**config.mk**
```make
export PLATFORM = sky130hd
export DESIGN_NAME = stc_top
export DESIGN_NICKNAME = d
export VERILOG_FILES = /design/src/stc_pkg.sv /design/src/stc_ctl_if.sv /design/src/stc_top.sv /design/src/stc_clk_sel.sv /design/src/stc_out.sv
export SDC_FILE = /design/constraint.sdc
export NUM_CORES = 1
export LEC_CHECK = 0
export BUFFER_PORTS_ARGS = -buffer_cell sky130_fd_sc_hd__buf_2
export CAP_MARGIN = 5
export CORE_MARGIN = 2
export CORE_UTILIZATION = 52
export DETAILED_ROUTE_END_ITERATION = 6
export PLACE_DENSITY = 0.77
export SLEW_MARGIN = 30
export SYNTH_ARGS = -nofsm -noshare
export SYNTH_HDL_FRONTEND = slang
export SYNTH_SLANG_ARGS = --single-unit
```
**constraint.sdc**
```tcl
create_clock -name core_clk -period 3.11 [get_ports core_clk]
set_input_delay 0.311 -clock core_clk [delete_from_list [all_inputs] [get_ports core_clk]]
set_output_delay 0.311 -clock core_clk [all_outputs]
set_load 0.02 [all_outputs]
```
**src/stc_pkg.sv**
```systemverilog
// constants of the 16-bit standard timer block: register map, fields, codes
// assumes a single core clock; used by every timer module through import
package stc_pkg;

  // register byte addresses on the 32-bit register bus
  localparam logic [7:0] ADDR_CTRL0   = 8'h00;
  localparam logic [7:0] ADDR_CTRL1   = 8'h04;
  localparam logic [7:0] ADDR_CNT_LO  = 8'h08;
  localparam logic [7:0] ADDR_CNT_HI  = 8'h0c;
  localparam logic [7:0] ADDR_CMPA_LO = 8'h10;
  localparam logic [7:0] ADDR_CMPA_HI = 8'h14;
  localparam logic [7:0] ADDR_CMPP    = 8'h18;

  // field positions
  localparam int PAUSE_BIT = 7;
  localparam int CKSEL_LSB = 4;
  localparam int ON_BIT    = 3;
  localparam int MODE_LSB  = 6;
  localparam int FUNC_LSB  = 4;
  localparam int OC_BIT    = 3;
  localparam int POL_BIT   = 2;
  localparam int SWAP_BIT  = 1;
  localparam int CLR_BIT   = 0;

  // values after reset
  localparam logic [7:0]  CTRL_RESET  = 8'h00;
  localparam logic [15:0] COUNT_RESET = 16'h0000;
  localparam logic [15:0] CMPA_RESET  = 16'h0000;
  localparam logic [7:0]  CMPP_RESET  = 8'h00;

  // clock select codes
  localparam logic [2:0] CKSEL_SYS4     = 3'h0;
  localparam logic [2:0] CKSEL_SYS      = 3'h1;
  localparam logic [2:0] CKSEL_HI16     = 3'h2;
  localparam logic [2:0] CKSEL_HI64     = 3'h3;
  localparam logic [2:0] CKSEL_TBC      = 3'h4;
  localparam logic [2:0] CKSEL_UNDEF    = 3'h5;
  localparam logic [2:0] CKSEL_EXT_RISE = 3'h6;
  localparam logic [2:0] CKSEL_EXT_FALL = 3'h7;

  // operating modes
  localparam logic [1:0] MODE_CMP = 2'h0;
  localparam logic [1:0] MODE_CAP = 2'h1;
  localparam logic [1:0] MODE_PWM = 2'h2;
  localparam logic [1:0] MODE_TMR = 2'h3;

  // output function codes
  localparam logic [1:0] FUNC_0 = 2'h0;
  localparam logic [1:0] FUNC_1 = 2'h1;
  localparam logic [1:0] FUNC_2 = 2'h2;
  localparam logic [1:0] FUNC_3 = 2'h3;

  // prescaler taps
  localparam logic [1:0] DIV4_LAST  = 2'h3;
  localparam logic [3:0] DIV16_LAST = 4'hf;
  localparam logic [5:0] DIV64_LAST = 6'h3f;

  localparam logic [1:0] RESP_OKAY   = 2'h0;
  localparam logic [1:0] RESP_SLVERR = 2'h2;

endpackage : stc_pkg

```
**src/stc_ctl_if.sv**
```systemverilog
// settings and events passed from the timer core to the pin output unit
// assumes both ends run on core_clk
`timescale 1ns/100ps
`default_nettype none
interface stc_ctl_if;
  logic [1:0] mode;
  logic [1:0] func;
  logic       oc;
  logic       pol;
  logic       on_rise;
  logic       a_hit;
  logic       period_hit;
  logic       under_duty;

  modport timer (output mode, func, oc, pol, on_rise, a_hit, period_hit, under_duty);
  modport pins  (input  mode, func, oc, pol, on_rise, a_hit, period_hit, under_duty);
endinterface : stc_ctl_if
`default_nettype wire

```
**src/stc_top.sv**
```systemverilog
// 16-bit standard timer: control registers, counter, capture, axi4-lite slave
// assumes pins are synchronous to core_clk and a single axi4-lite master
//
// Functional notes
// - pause bit freezes counter, clearing resumes
// - clock select picks system, divided or pin
// - code 101 gives no counter clock
// - on rising clears counter, falling holds it
// - timer off: counter idle, low power
// - on rising resets compare output level
// - control 0 low three bits read zero
// - mode field selects four operating modes
// - match A: hold, low, high, toggle
// - pwm function: inactive, active, pwm, pulse
// - capture edge: rise, fall, both, none
// - requested equals initial level: no change
// - counter read-only, compare A read/write, controls
// - output control sets initial level/active polarity
// - polarity bit inverts pin level
// - swap bit exchanges period and duty comparators
// - clear select: match A, or P/overflow
`timescale 1ns/100ps
`default_nettype none
module stc_top
  import stc_pkg::*;
#(
  parameter int unsigned TBC_DIV = 256
) (
  input  wire logic        core_clk,
  input  wire logic        rst,
  input  wire logic [7:0]  s_axi_awaddr,
  input  wire logic        s_axi_awvalid,
  output logic             s_axi_awready,
  input  wire logic [31:0] s_axi_wdata,
  input  wire logic [3:0]  s_axi_wstrb,
  input  wire logic        s_axi_wvalid,
  output logic             s_axi_wready,
  output logic [1:0]       s_axi_bresp,
  output logic             s_axi_bvalid,
  input  wire logic        s_axi_bready,
  input  wire logic [7:0]  s_axi_araddr,
  input  wire logic        s_axi_arvalid,
  output logic             s_axi_arready,
  output logic [31:0]      s_axi_rdata,
  output logic [1:0]       s_axi_rresp,
  output logic             s_axi_rvalid,
  input  wire logic        s_axi_rready,
  input  wire logic        external_clock_pin,
  input  wire logic        timer_pin_a_in,
  output logic             timer_pin_a_out,
  output logic             timer_pin_a_oe,
  output logic             timer_pin_b_out,
  output logic             timer_pin_b_oe
);

  typedef struct packed {
    logic        pause;
    logic [2:0]  cksel;
    logic        on;
    logic        on_prev;
    logic [7:0]  ctrl1;
    logic [15:0] count;
    logic [15:0] cmpa;
    logic [7:0]  cmpp;
    logic        cap_prev;
    logic        aw_full;
    logic [7:0]  aw_addr;
    logic        w_full;
    logic [7:0]  w_data;
    logic        w_lane0;
    logic        awready;
    logic        wready;
    logic        bvalid;
    logic [1:0]  bresp;
    logic        arready;
    logic        rvalid;
    logic [31:0] rdata;
    logic [1:0]  rresp;
  } stc_top_state_type;

  stc_top_state_type s;
  stc_top_state_type next_s;

  logic        tick;
  logic        on_rise;
  logic        run;
  logic [1:0]  mode;
  logic [1:0]  func;
  logic [15:0] inc;
  logic [15:0] p_full;
  logic [15:0] period_val;
  logic [15:0] duty_val;
  logic        a_hit;
  logic        p_hit;
  logic        period_hit;
  logic        clr;
  logic        cap_edge;
  logic        wr_fire;
  logic        pin_q;
  logic        oe_q;

  stc_ctl_if ctl ();

  stc_clk_sel #(
    .TBC_DIV (TBC_DIV)
  ) u_clk_sel (
    .core_clk           (core_clk),
    .rst                (rst),
    .clock_select       (s.cksel),
    .external_clock_pin (external_clock_pin),
    .tick               (tick)
  );

  stc_out u_out (
    .core_clk (core_clk),
    .rst      (rst),
    .ctl      (ctl),
    .pin      (pin_q),
    .pin_oe   (oe_q)
  );

  ////////////////////////////////////////////////////////////////////////////
  // counter and comparators

  assign mode       = s.ctrl1[MODE_LSB +: 2];
  assign func       = s.ctrl1[FUNC_LSB +: 2];
  assign on_rise    = s.on & ~s.on_prev;
  // tick is one cycle late, so a fresh undefined select is gated here too
  assign run        = s.on & ~s.pause & tick & (s.cksel != CKSEL_UNDEF);
  assign inc        = s.count + 16'h0001;
  // period comparator sees only the high byte; zero means full overflow
  assign p_full     = {s.cmpp, 8'h00};
  assign period_val = s.ctrl1[SWAP_BIT] ? s.cmpa : p_full;
  assign duty_val   = s.ctrl1[SWAP_BIT] ? p_full : s.cmpa;
  assign a_hit      = (inc == s.cmpa);
  assign p_hit      = (inc == p_full);
  assign period_hit = (inc == period_val);
  assign clr        = (mode == MODE_PWM) ? period_hit
                    : (s.ctrl1[CLR_BIT] ? a_hit : p_hit);

  always_comb begin
    case (func)
      FUNC_0:  cap_edge = timer_pin_a_in & ~s.cap_prev;
      FUNC_1:  cap_edge = ~timer_pin_a_in & s.cap_prev;
      FUNC_2:  cap_edge = timer_pin_a_in ^ s.cap_prev;
      default: cap_edge = 1'b0;
    endcase
  end

  assign ctl.mode       = mode;
  assign ctl.func       = func;
  assign ctl.oc         = s.ctrl1[OC_BIT];
  assign ctl.pol        = s.ctrl1[POL_BIT];
  assign ctl.on_rise    = on_rise;
  assign ctl.a_hit      = run & a_hit;
  assign ctl.period_hit = run & period_hit;
  assign ctl.under_duty = s.count < duty_val;

  ////////////////////////////////////////////////////////////////////////////
  // register read decode

  function automatic logic [32:0] read_reg(input logic [7:0] addr);
    logic [7:0] word;
    word = {addr[7:2], 2'b00};
    case (word)
      ADDR_CTRL0:   read_reg = {1'b1, 24'h000000, s.pause, s.cksel, s.on, 3'b000};
      ADDR_CTRL1:   read_reg = {1'b1, 24'h000000, s.ctrl1};
      ADDR_CNT_LO:  read_reg = {1'b1, 24'h000000, s.count[7:0]};
      ADDR_CNT_HI:  read_reg = {1'b1, 24'h000000, s.count[15:8]};
      ADDR_CMPA_LO: read_reg = {1'b1, 24'h000000, s.cmpa[7:0]};
      ADDR_CMPA_HI: read_reg = {1'b1, 24'h000000, s.cmpa[15:8]};
      ADDR_CMPP:    read_reg = {1'b1, 24'h000000, s.cmpp};
      default:      read_reg = {1'b0, 32'h00000000};
    endcase
  endfunction : read_reg

  ////////////////////////////////////////////////////////////////////////////
  // next state

  logic [32:0] rd;
  logic [32:0] wr_map;
  logic [7:0]  wword;

  always_comb begin
    next_s          = s;
    rd              = read_reg(s_axi_araddr);
    wr_map          = 33'h000000000;
    wword           = 8'h00;
    wr_fire         = 1'b0;
    next_s.on_prev  = s.on;
    next_s.cap_prev = timer_pin_a_in;

    if (on_rise) begin
      next_s.count = COUNT_RESET;
    end else if (run) begin
      next_s.count = clr ? COUNT_RESET : inc;
    end

    // write channels are taken independently, in either order
    if (s_axi_awvalid && s.awready) begin
      next_s.aw_full = 1'b1;
      next_s.aw_addr = s_axi_awaddr;
    end
    if (s_axi_wvalid && s.wready) begin
      next_s.w_full  = 1'b1;
      next_s.w_data  = s_axi_wdata[7:0];
      next_s.w_lane0 = s_axi_wstrb[0];
    end
    if (s.bvalid && s_axi_bready) begin
      next_s.bvalid = 1'b0;
    end
    if (next_s.aw_full && next_s.w_full && !s.bvalid) begin
      wr_fire        = 1'b1;
      wword          = {next_s.aw_addr[7:2], 2'b00};
      next_s.aw_full = 1'b0;
      next_s.w_full  = 1'b0;
      next_s.bvalid  = 1'b1;
      next_s.bresp   = RESP_OKAY;
      if (next_s.w_lane0) begin
        case (wword)
          ADDR_CTRL0: begin
            next_s.pause = next_s.w_data[PAUSE_BIT];
            next_s.cksel = next_s.w_data[CKSEL_LSB +: 3];
            next_s.on    = next_s.w_data[ON_BIT];
          end
          ADDR_CTRL1:   next_s.ctrl1      = next_s.w_data;
          ADDR_CMPA_LO: next_s.cmpa[7:0]  = next_s.w_data;
          ADDR_CMPA_HI: next_s.cmpa[15:8] = next_s.w_data;
          ADDR_CMPP:    next_s.cmpp       = next_s.w_data;
          default:      next_s.bvalid     = 1'b1;
        endcase
      end
      // unmapped offsets answer with an error, mapped ones always okay
      wr_map = read_reg(next_s.aw_addr);
      if (!wr_map[32]) begin
        next_s.bresp = RESP_SLVERR;
      end
    end

    // a capture lands after any same-cycle bus write, so it is never lost
    if (mode == MODE_CAP && s.on && cap_edge) begin
      next_s.cmpa = s.count;
    end

    if (s.rvalid && s_axi_rready) begin
      next_s.rvalid = 1'b0;
    end
    if (s_axi_arvalid && s.arready) begin
      next_s.rvalid = 1'b1;
      next_s.rdata  = rd[31:0];
      next_s.rresp  = rd[32] ? RESP_OKAY : RESP_SLVERR;
    end

    next_s.awready = ~next_s.aw_full & ~next_s.bvalid;
    next_s.wready  = ~next_s.w_full & ~next_s.bvalid;
    next_s.arready = ~next_s.rvalid;
  end

  always_ff @(posedge core_clk) begin
    if (rst) begin
      s         <= '0;
      s.ctrl1   <= CTRL_RESET;
      s.count   <= COUNT_RESET;
      s.cmpa    <= CMPA_RESET;
      s.cmpp    <= CMPP_RESET;
    end else begin
      s <= next_s;
    end
  end

  assign s_axi_awready   = s.awready;
  assign s_axi_wready    = s.wready;
  assign s_axi_bresp     = s.bresp;
  assign s_axi_bvalid    = s.bvalid;
  assign s_axi_arready   = s.arready;
  assign s_axi_rdata     = s.rdata;
  assign s_axi_rresp     = s.rresp;
  assign s_axi_rvalid    = s.rvalid;
  // both pins carry the same timer output
  assign timer_pin_a_out = pin_q;
  assign timer_pin_a_oe  = oe_q;
  assign timer_pin_b_out = pin_q;
  assign timer_pin_b_oe  = oe_q;

  ////////////////////////////////////////////////////////////////////////////
  // checks

  a_pause_hold: assert property (@(posedge core_clk) disable iff (rst)
    s.pause && !on_rise |=> $stable(s.count))
    else $error("counter moved while paused");

  a_sel_undef: assert property (@(posedge core_clk) disable iff (rst)
    s.cksel == CKSEL_UNDEF && !on_rise |=> $stable(s.count))
    else $error("counter moved with undefined clock");

  a_on_clear: assert property (@(posedge core_clk) disable iff (rst)
    on_rise |=> s.count == COUNT_RESET)
    else $error("timer on did not clear counter");

  a_off_hold: assert property (@(posedge core_clk) disable iff (rst)
    !s.on ##1 !s.on |-> $stable(s.count))
    else $error("counter moved while off");

  a_ctrl0_zero: assert property (@(posedge core_clk) disable iff (rst)
    s_axi_arvalid && s.arready && s_axi_araddr[7:2] == ADDR_CTRL0[7:2]
    |=> s_axi_rvalid && s_axi_rdata[2:0] == 3'b000 && s_axi_rdata[31:8] == 24'h000000)
    else $error("control 0 read showed unimplemented bits");

  a_count_step: assert property (@(posedge core_clk) disable iff (rst)
    run && !clr && !on_rise |=> s.count == $past(s.count) + 16'h0001)
    else $error("counter did not step by one");

  a_capture_off: assert property (@(posedge core_clk) disable iff (rst)
    mode == MODE_CAP && func == FUNC_3 && !wr_fire |=> $stable(s.cmpa))
    else $error("capture happened while disabled");

endmodule : stc_top
`default_nettype wire

```
**src/stc_clk_sel.sv**
```systemverilog
// counter clock enable: prescaler taps, timebase divider, external pin edges
// assumes external_clock_pin is already synchronous to core_clk
`timescale 1ns/100ps
`default_nettype none
module stc_clk_sel
  import stc_pkg::*;
#(
  parameter int unsigned TBC_DIV = 256
) (
  input  wire logic       core_clk,
  input  wire logic       rst,
  input  wire logic [2:0] clock_select,
  input  wire logic       external_clock_pin,
  output logic            tick
);

  typedef struct packed {
    logic [5:0]  pre;
    logic [15:0] tbc;
    logic        ext_prev;
    logic        tick;
  } stc_clk_state_type;

  stc_clk_state_type s;
  stc_clk_state_type next_s;

  always_comb begin
    next_s          = s;
    next_s.pre      = s.pre + 6'h01;
    next_s.ext_prev = external_clock_pin;
    next_s.tbc      = (s.tbc == 16'(TBC_DIV - 1)) ? 16'h0000 : s.tbc + 16'h0001;
    // high clock taken as the core clock; one tap pulse per divided period
    case (clock_select)
      CKSEL_SYS4:     next_s.tick = (s.pre[1:0] == DIV4_LAST);
      CKSEL_SYS:      next_s.tick = 1'b1;
      CKSEL_HI16:     next_s.tick = (s.pre[3:0] == DIV16_LAST);
      CKSEL_HI64:     next_s.tick = (s.pre == DIV64_LAST);
      CKSEL_TBC:      next_s.tick = (s.tbc == 16'(TBC_DIV - 1));
      CKSEL_EXT_RISE: next_s.tick = external_clock_pin & ~s.ext_prev;
      CKSEL_EXT_FALL: next_s.tick = ~external_clock_pin & s.ext_prev;
      default:        next_s.tick = 1'b0;
    endcase
  end

  always_ff @(posedge core_clk) begin
    if (rst) begin
      s <= '0;
    end else begin
      s <= next_s;
    end
  end

  assign tick = s.tick;

  a_ext_rise_tick: assert property (@(posedge core_clk) disable iff (rst)
    clock_select == CKSEL_EXT_RISE && external_clock_pin && !s.ext_prev |=> tick)
    else $error("external rising edge gave no counter tick");

endmodule : stc_clk_sel
`default_nettype wire

```
**src/stc_out.sv**
```systemverilog
// timer pin output unit: compare match levels, pwm and single pulse
// assumes events arrive as one-cycle pulses from the timer core
`timescale 1ns/100ps
`default_nettype none
module stc_out
  import stc_pkg::*;
(
  input  wire logic core_clk,
  input  wire logic rst,
  stc_ctl_if.pins   ctl,
  output logic      pin,
  output logic      pin_oe
);

  typedef struct packed {
    logic level;
    logic pulse_live;
    logic pin;
    logic oe;
  } stc_out_state_type;

  stc_out_state_type s;
  stc_out_state_type next_s;
  logic              active;

  always_comb begin
    next_s = s;
    active = 1'b0;
    case (ctl.mode)
      MODE_CMP: begin
        if (ctl.on_rise) begin
          next_s.level = ctl.oc;
        end else if (ctl.a_hit) begin
          // same level as before gives no visible change
          case (ctl.func)
            FUNC_1:  next_s.level = 1'b0;
            FUNC_2:  next_s.level = 1'b1;
            FUNC_3:  next_s.level = ~s.level;
            default: next_s.level = s.level;
          endcase
        end
        next_s.pin = next_s.level ^ ctl.pol;
        next_s.oe  = 1'b1;
      end
      MODE_PWM: begin
        if (ctl.on_rise) begin
          next_s.pulse_live = 1'b1;
        end else if (ctl.period_hit) begin
          next_s.pulse_live = 1'b0;
        end
        case (ctl.func)
          FUNC_0:  active = 1'b0;
          FUNC_1:  active = 1'b1;
          FUNC_2:  active = ctl.under_duty;
          default: active = s.pulse_live;
        endcase
        next_s.level = active ? ctl.oc : ~ctl.oc;
        next_s.pin   = next_s.level ^ ctl.pol;
        next_s.oe    = 1'b1;
      end
      default: begin
        // capture and plain timer modes leave the pin to its other owner
        next_s.pin = 1'b0;
        next_s.oe  = 1'b0;
      end
    endcase
  end

  always_ff @(posedge core_clk) begin
    if (rst) begin
      s <= '0;
    end else begin
      s <= next_s;
    end
  end

  assign pin    = s.pin;
  assign pin_oe = s.oe;

  a_init_level: assert property (@(posedge core_clk) disable iff (rst)
    ctl.mode == MODE_CMP && ctl.on_rise |=> pin == $past(ctl.oc ^ ctl.pol) && pin_oe)
    else $error("pin not at initial level after timer on");

  a_match_low: assert property (@(posedge core_clk) disable iff (rst)
    ctl.mode == MODE_CMP && !ctl.on_rise && ctl.a_hit && ctl.func == FUNC_1
    |=> pin == $past(ctl.pol))
    else $error("compare match did not drive low");

  a_pwm_forced: assert property (@(posedge core_clk) disable iff (rst)
    ctl.mode == MODE_PWM && ctl.func == FUNC_0 |=> pin == $past(~ctl.oc ^ ctl.pol))
    else $error("forced inactive level wrong");

  a_timer_undriven: assert property (@(posedge core_clk) disable iff (rst)
    ctl.mode == MODE_TMR |=> !pin_oe)
    else $error("pin driven in timer mode");

endmodule : stc_out
`default_nettype wire

```
After elaboration in Yosys (flattened, before gate mapping)
Index checks and enable logic that the tools add are counted.

storage, ports and cells
  flip-flop bits (word level) = 143
  output and inout bits = 45
  logic and storage cells = 160

cells by class
  add/subtract/negate cells = 3
  order comparisons = 1
  eq/ne operators = 31
  muxes and demuxes = 37
  bitwise gates (word level) = 27
  reduce and logical (&&, ||, !) cells = 29

operators by type and width
  kind                                                                     count
  33-bit case mux with 7 select lines                                      2
  16-bit two-way mux                                                       4
  16-bit equality test                                                     3
  24-bit two-way mux                                                       2
  6-bit by 3-bit equality test with 1-bit output (second input constant)   6
  35-bit two-way mux                                                       1
  33-bit two-way mux                                                       1
  16-bit by 1-bit adder with 16-bit output (second input constant)         2
  6-bit by 2-bit equality test with 1-bit output (second input constant)   4
  8-bit two-way mux                                                        3
  16-bit by 8-bit equality test with 1-bit output (second input constant)  1
  16-bit < comparator                                                      1
  3-bit AND reduction                                                      5
  1-bit two-way mux                                                        13
  1-bit bitwise AND                                                        12
  6-bit by 1-bit equality test with 1-bit output (second input constant)   2
  6-bit logical NOT                                                        2
  1-bit NOT                                                                12
  2-bit nonzero test                                                       6
  10-bit two-way mux                                                       1
  3-bit equality test (second input constant)                              3
  1-bit logical AND                                                        9
  9-bit two-way mux                                                        1
  1-bit case mux with 3 select lines                                       3
  other kinds (19)                                                         29

Logic depth before layout (Yosys ltp)
  word-level depth = 10
  depth in mapped cells = 14

Hierarchy
Synthesis repeated with hierarchy kept, for this count alone.

unflattened totals
  cell total of the unflattened synthesis = 853
  area, all modules = 7,000.5 um^2

modules (own cells, without submodules)
  module       instances  cells each  area each (um^2)
  stc_top      1          704         5,685.5
  stc_clk_sel  1          120         1,059.8
  stc_out      1          29          255.2

Worst setup path after synthesis
OpenSTA, ideal clock, no wires.

  path type = register to register
  start = register s[102] in the netlist's numbering
  end = register u_out.s (netlist bit u_out.pin)
  setup time = 0.070 ns
  arrival time = 3.035 ns
  setup slack = 0.006 ns
  cell stages (with the launch flop) = 15
  clock period less this slack = 3.104 ns
  cell sequence = dfxtp_1 clkbuf_1 clkbuf_1 buf_1 mux2i_1 ha_1 a21o_1 a21o_1 a21oi_1 nand2_1 o21ai_0 a31oi_1 mux2i_1 or3_1 a21oi_1

on the way
  longest elaborated chain between the ends = 7

RTL lines
  what                                RTL line        source
  from (decl)                         stc_top.sv:81   stc_top_state_type s;
  from (signal assigned)              stc_top.sv:267  s <= next_s;
  16-bit two-way mux                  stc_top.sv:134  assign duty_val = s.ctrl1[SWAP_BIT] ? p_full : s.cmpa;
  16-bit < comparator                 stc_top.sv:157  assign ctl.under_duty = s.count < duty_val;
  1-bit case mux with 3 select lines  stc_out.sv:51   case (ctl.func)
  1-bit two-way mux                   stc_out.sv:29   case (ctl.mode)
  1-bit two-way mux                   stc_out.sv:57   next_s.level = active ? ctl.oc : ~ctl.oc;
  1-bit XOR                           stc_out.sv:58   next_s.pin = next_s.level ^ ctl.pol;
  2-bit case mux with 2 select lines  stc_out.sv:29
  to (signal assigned)                stc_out.sv:73   s <= next_s;
  to (decl)                           stc_out.sv:22   stc_out_state_type s;

Every way passes these cells. The select of a mux whose other input is x is not followed.
A chain may end at the register's enable or synchronous reset.

Worst setup path after layout
  start = register s[85] in the netlist's numbering
  end = register u_out.s (netlist bit u_out.pin)

on the way
  longest elaborated chain between the ends = 8

RTL lines
  what                                      RTL line        source
  16-bit by 1-bit adder with 16-bit output  stc_top.sv:130  assign inc = s.count + 16'h0001;
  16-bit equality test                      stc_top.sv:135  assign a_hit = (inc == s.cmpa);
  1-bit bitwise AND                         stc_top.sv:155  assign ctl.a_hit = run & a_hit;
  1-bit two-way mux                         stc_out.sv:33   end else if (ctl.a_hit) begin
  1-bit two-way mux                         stc_out.sv:31   if (ctl.on_rise) begin
  1-bit two-way mux                         stc_out.sv:29
  1-bit XOR                                 stc_out.sv:42   next_s.pin = next_s.level ^ ctl.pol;
  2-bit case mux with 2 select lines *      stc_out.sv:29

Mark *: on every way between the ends. The rest lies on a longest branch, timed or not. The select of a mux whose other input is x is not followed.

==> out/metrics.cfg <==
[clock_tree]
clkLatencyLatePin_ps=420
cts-htree-levels=4
cts_max_path_buffers=2
cts_sink_count=115
cts_made_buffers=17
cts_tree=yes
clk_slew_on_worst_s_h_paths_ps=50
cts-root-buf=clkbuf_16
cts_hold_buffers=0

[logic_synthesis]
mappedNetlistArea_sq_mm=0.006964
yosys.cell_count.top_type=nor2_1
number_of_flops_mapped_to_enable_cells_by_yosys=0
yosys_most_used_dff=dfxtp_1
ys_seq_area_frac=0.3306
post_synth_inst_count=879
synth_commonest_cells=121 x nor2_1, 115 x dfxtp_1, 80 x nand2_1
synth.top_cells.by_area=dfxtp_1 33%, nor2_1 6.5%, mux2i_1 5.0%
synth_cell_type_count=62
yosysTopAreaCell=dfxtp_1
synthesis.yosys.warnings=0
synth_largest_type_area_fraction=0.3306
ys_async_sr_fraction=0
mean_instance_size_in_the_synthesized_netlist_sq_um=7.923
yosys_register_bits=115

[worst_hold_path]
hold_path_class=primary input to register
worstHoldPathCells=3

[critical_path]
crit_fanout=8
timing.critical_path.required_ps=3460
setup.worst_path.end_class=register
critical_path.startpoint_type=register
setup.worst_path.class=register to register
reg2reg_depth=12
worstPathArrival_ps=3360

[pwr]
leakagePower_uw=0.003231
max-vdd-ir-drop_v=0.0005521
power.density_mw_per_mm2=493.8

[die]
floorplan.die.width_um=119.7
dieArea_sq_mm=0.01433
pin_count=106
initial_utilization=0.5301
placement_rows=42
core_sq_mm=0.01314
chipHeight_um=119.7

[route]
route.vias.total=6549
antenna_left=0
drt_pre_antenna_iters=7
wirelength_mm=18.78
drt_iter0_markers=705
drc_errors=0
drt-wirelength-per-cell_um=16.66
drt-vias-per-instance=5.811

[place]
portBuffers=48
detailedPlacementHpwl_mm=13.19
place_congestion=0.9806
post-place-cells=1093

[finish]
layout_filler_cell_count=1148
final_layout_size_suffix_gt1_frac=0.1893
finalNonFillerCells=1127
multiInputGateArea_sq_mm=0.004253
num-nets-final=1019
syn2layout_area_growth_pct=17.50
layout.area.seq_sq_mm=0.002312
num_antenna_cells=0

[sta]
setup_total_negative_slack_ps=0
fin_crit_ps=3006
setup_viol_count_final=0
worst_pin_slew_ps=681.3
achievable-frequency_ghz=0.3326
timing_max_transition_violations_final=0
min_period_over_period=0.9667
slew-limit-headroom=0.5328
final-hold-violation-count=0
final.setup_skew_ps=9.066

[grt]
number_of_antenna_violations_at_the_first_check_in_global_routing=0
globalRoute.totalOverflow=0
pin_count_of_the_biggest_net_entering_global_routing=36
globalRouteTotalUtil=0.2657
number_of_global_route_vias_before_repair=6045
global_route_wire_length_before_repair_mm=30.36

[job]
drv_cap=0

[status]
status=completed

## cell type report
cell class,count,share of cell area
multi-input combinational,675,0.5197
sequential,115,0.2826
timing repair buffer,112,0.09006
clock buffer,22,0.05795
tap,176,0.02691
clock inverter,10,0.01498
inverter,17,0.007798
## registers in the layout, summed over array words and instances, names as in the netlist, 2 cells and up
name         cells
s               57
p_full           8
ctl.func         2
s_axi_rdata      8
ctl.mode         2
u_clk_sel.s     23
u_out.s          2
## placed cells by master, fill, tap and decap left out, types with 8 or more instances in the layout
master,instances
nor2_1,121
dfxtp_1,109
nand2_1,80
buf_4,62
a21oi_1,59
buf_2,48
nand3_1,36
mux2i_1,35
o21ai_0,27
conb_1,26
xnor2_1,25
nor3_1,22
xor2_1,21
ha_1,19
inv_1,17
a211oi_1,17
clkbuf_16,17
nor2b_1,16
nor4_1,14
a22oi_1,14
o21ai_1,13
and3_1,9
a211o_1,9
nand2b_1,9
a31oi_1,8
## worst max-delay path, stage by stage, from the launching register on
cell and delay (ps):
dfxtp_4 360, buf_4 120, nand4_4 160, buf_6 180, or3_4 390, a32oi_2 220
and4_1 250, nand2_1 80, buf_4 130, o41a_1 340, a2111oi_4 420, o21ai_1 150
a21oi_1 140
## per-layer routing
layer | vias up | share of wire | track usage
met3 | 60 | 0.081 | 0.05989
met2 | 258 | 0.46 | 0.4125
met4 | 0 | 0.041 | 0.1368
met5 | - | 0 | 0
li1 | 3166 | - | -
met1 | 3065 | 0.42 | 0.3462
## where the power goes
group | switching (uW) | internal, uW | total, uW
logic | 316 | 206 | 522
clock network | 708 | 1250 | 1960
registers | 41.0 | 1520 | 1560
total | 1060 | 2980 | 4040
## metrics by stage
stage                     area, sq um  total power (uW)    util  hold slack [ps]  worst slack (ps)
final                            8183              4041  0.6229            143.0             103.6
after global routing             8183              4167  0.6229            151.0            -39.06
after CTS                        8088              4042  0.6156            132.7             38.39
after detailed placement         7471              2094  0.5687            444.4            -3.624
after global placement           7471              2081  0.5687            439.9             74.02
after floorplan                  7058              1960       -            425.8             5.693
## timing repair
item | in CTS | in global routing
resized for setup | 3 | 22
pin swaps | 2 | 10
setup endpoints to repair | 4 | 12
setup buffers | 0 | 1
## logic make-up (layout without fill, tap and decap cells)
kind of cell | count (synthesis) | in the layout | synth area share
muxes | 41 | 41 | 0.06162
xor gates and xnor gates | 49 | 49 | 0.06558
AOI/OAI and AO/OA | 186 | 186 | 0.1743
and+or+nand+nor | 353 | 353 | 0.2443
DFF | 115 | 115 | 0.3306
adders and majority gates | 20 | 20 | 0.03593
buffers and inverters | 114 | 161 | 0.08714
other | 1 | 26 | 0.0005385
## final timing paths
check,to,from,slack [ps]
max,u_out.pin,s[85],100
max reg2reg,u_out.pin,s[85],100
min,s[57],s_axi_awaddr[6],140
min reg2reg,s_axi_awready,s[59],460
Note: power is estimated with default switching activity, not from simulation.
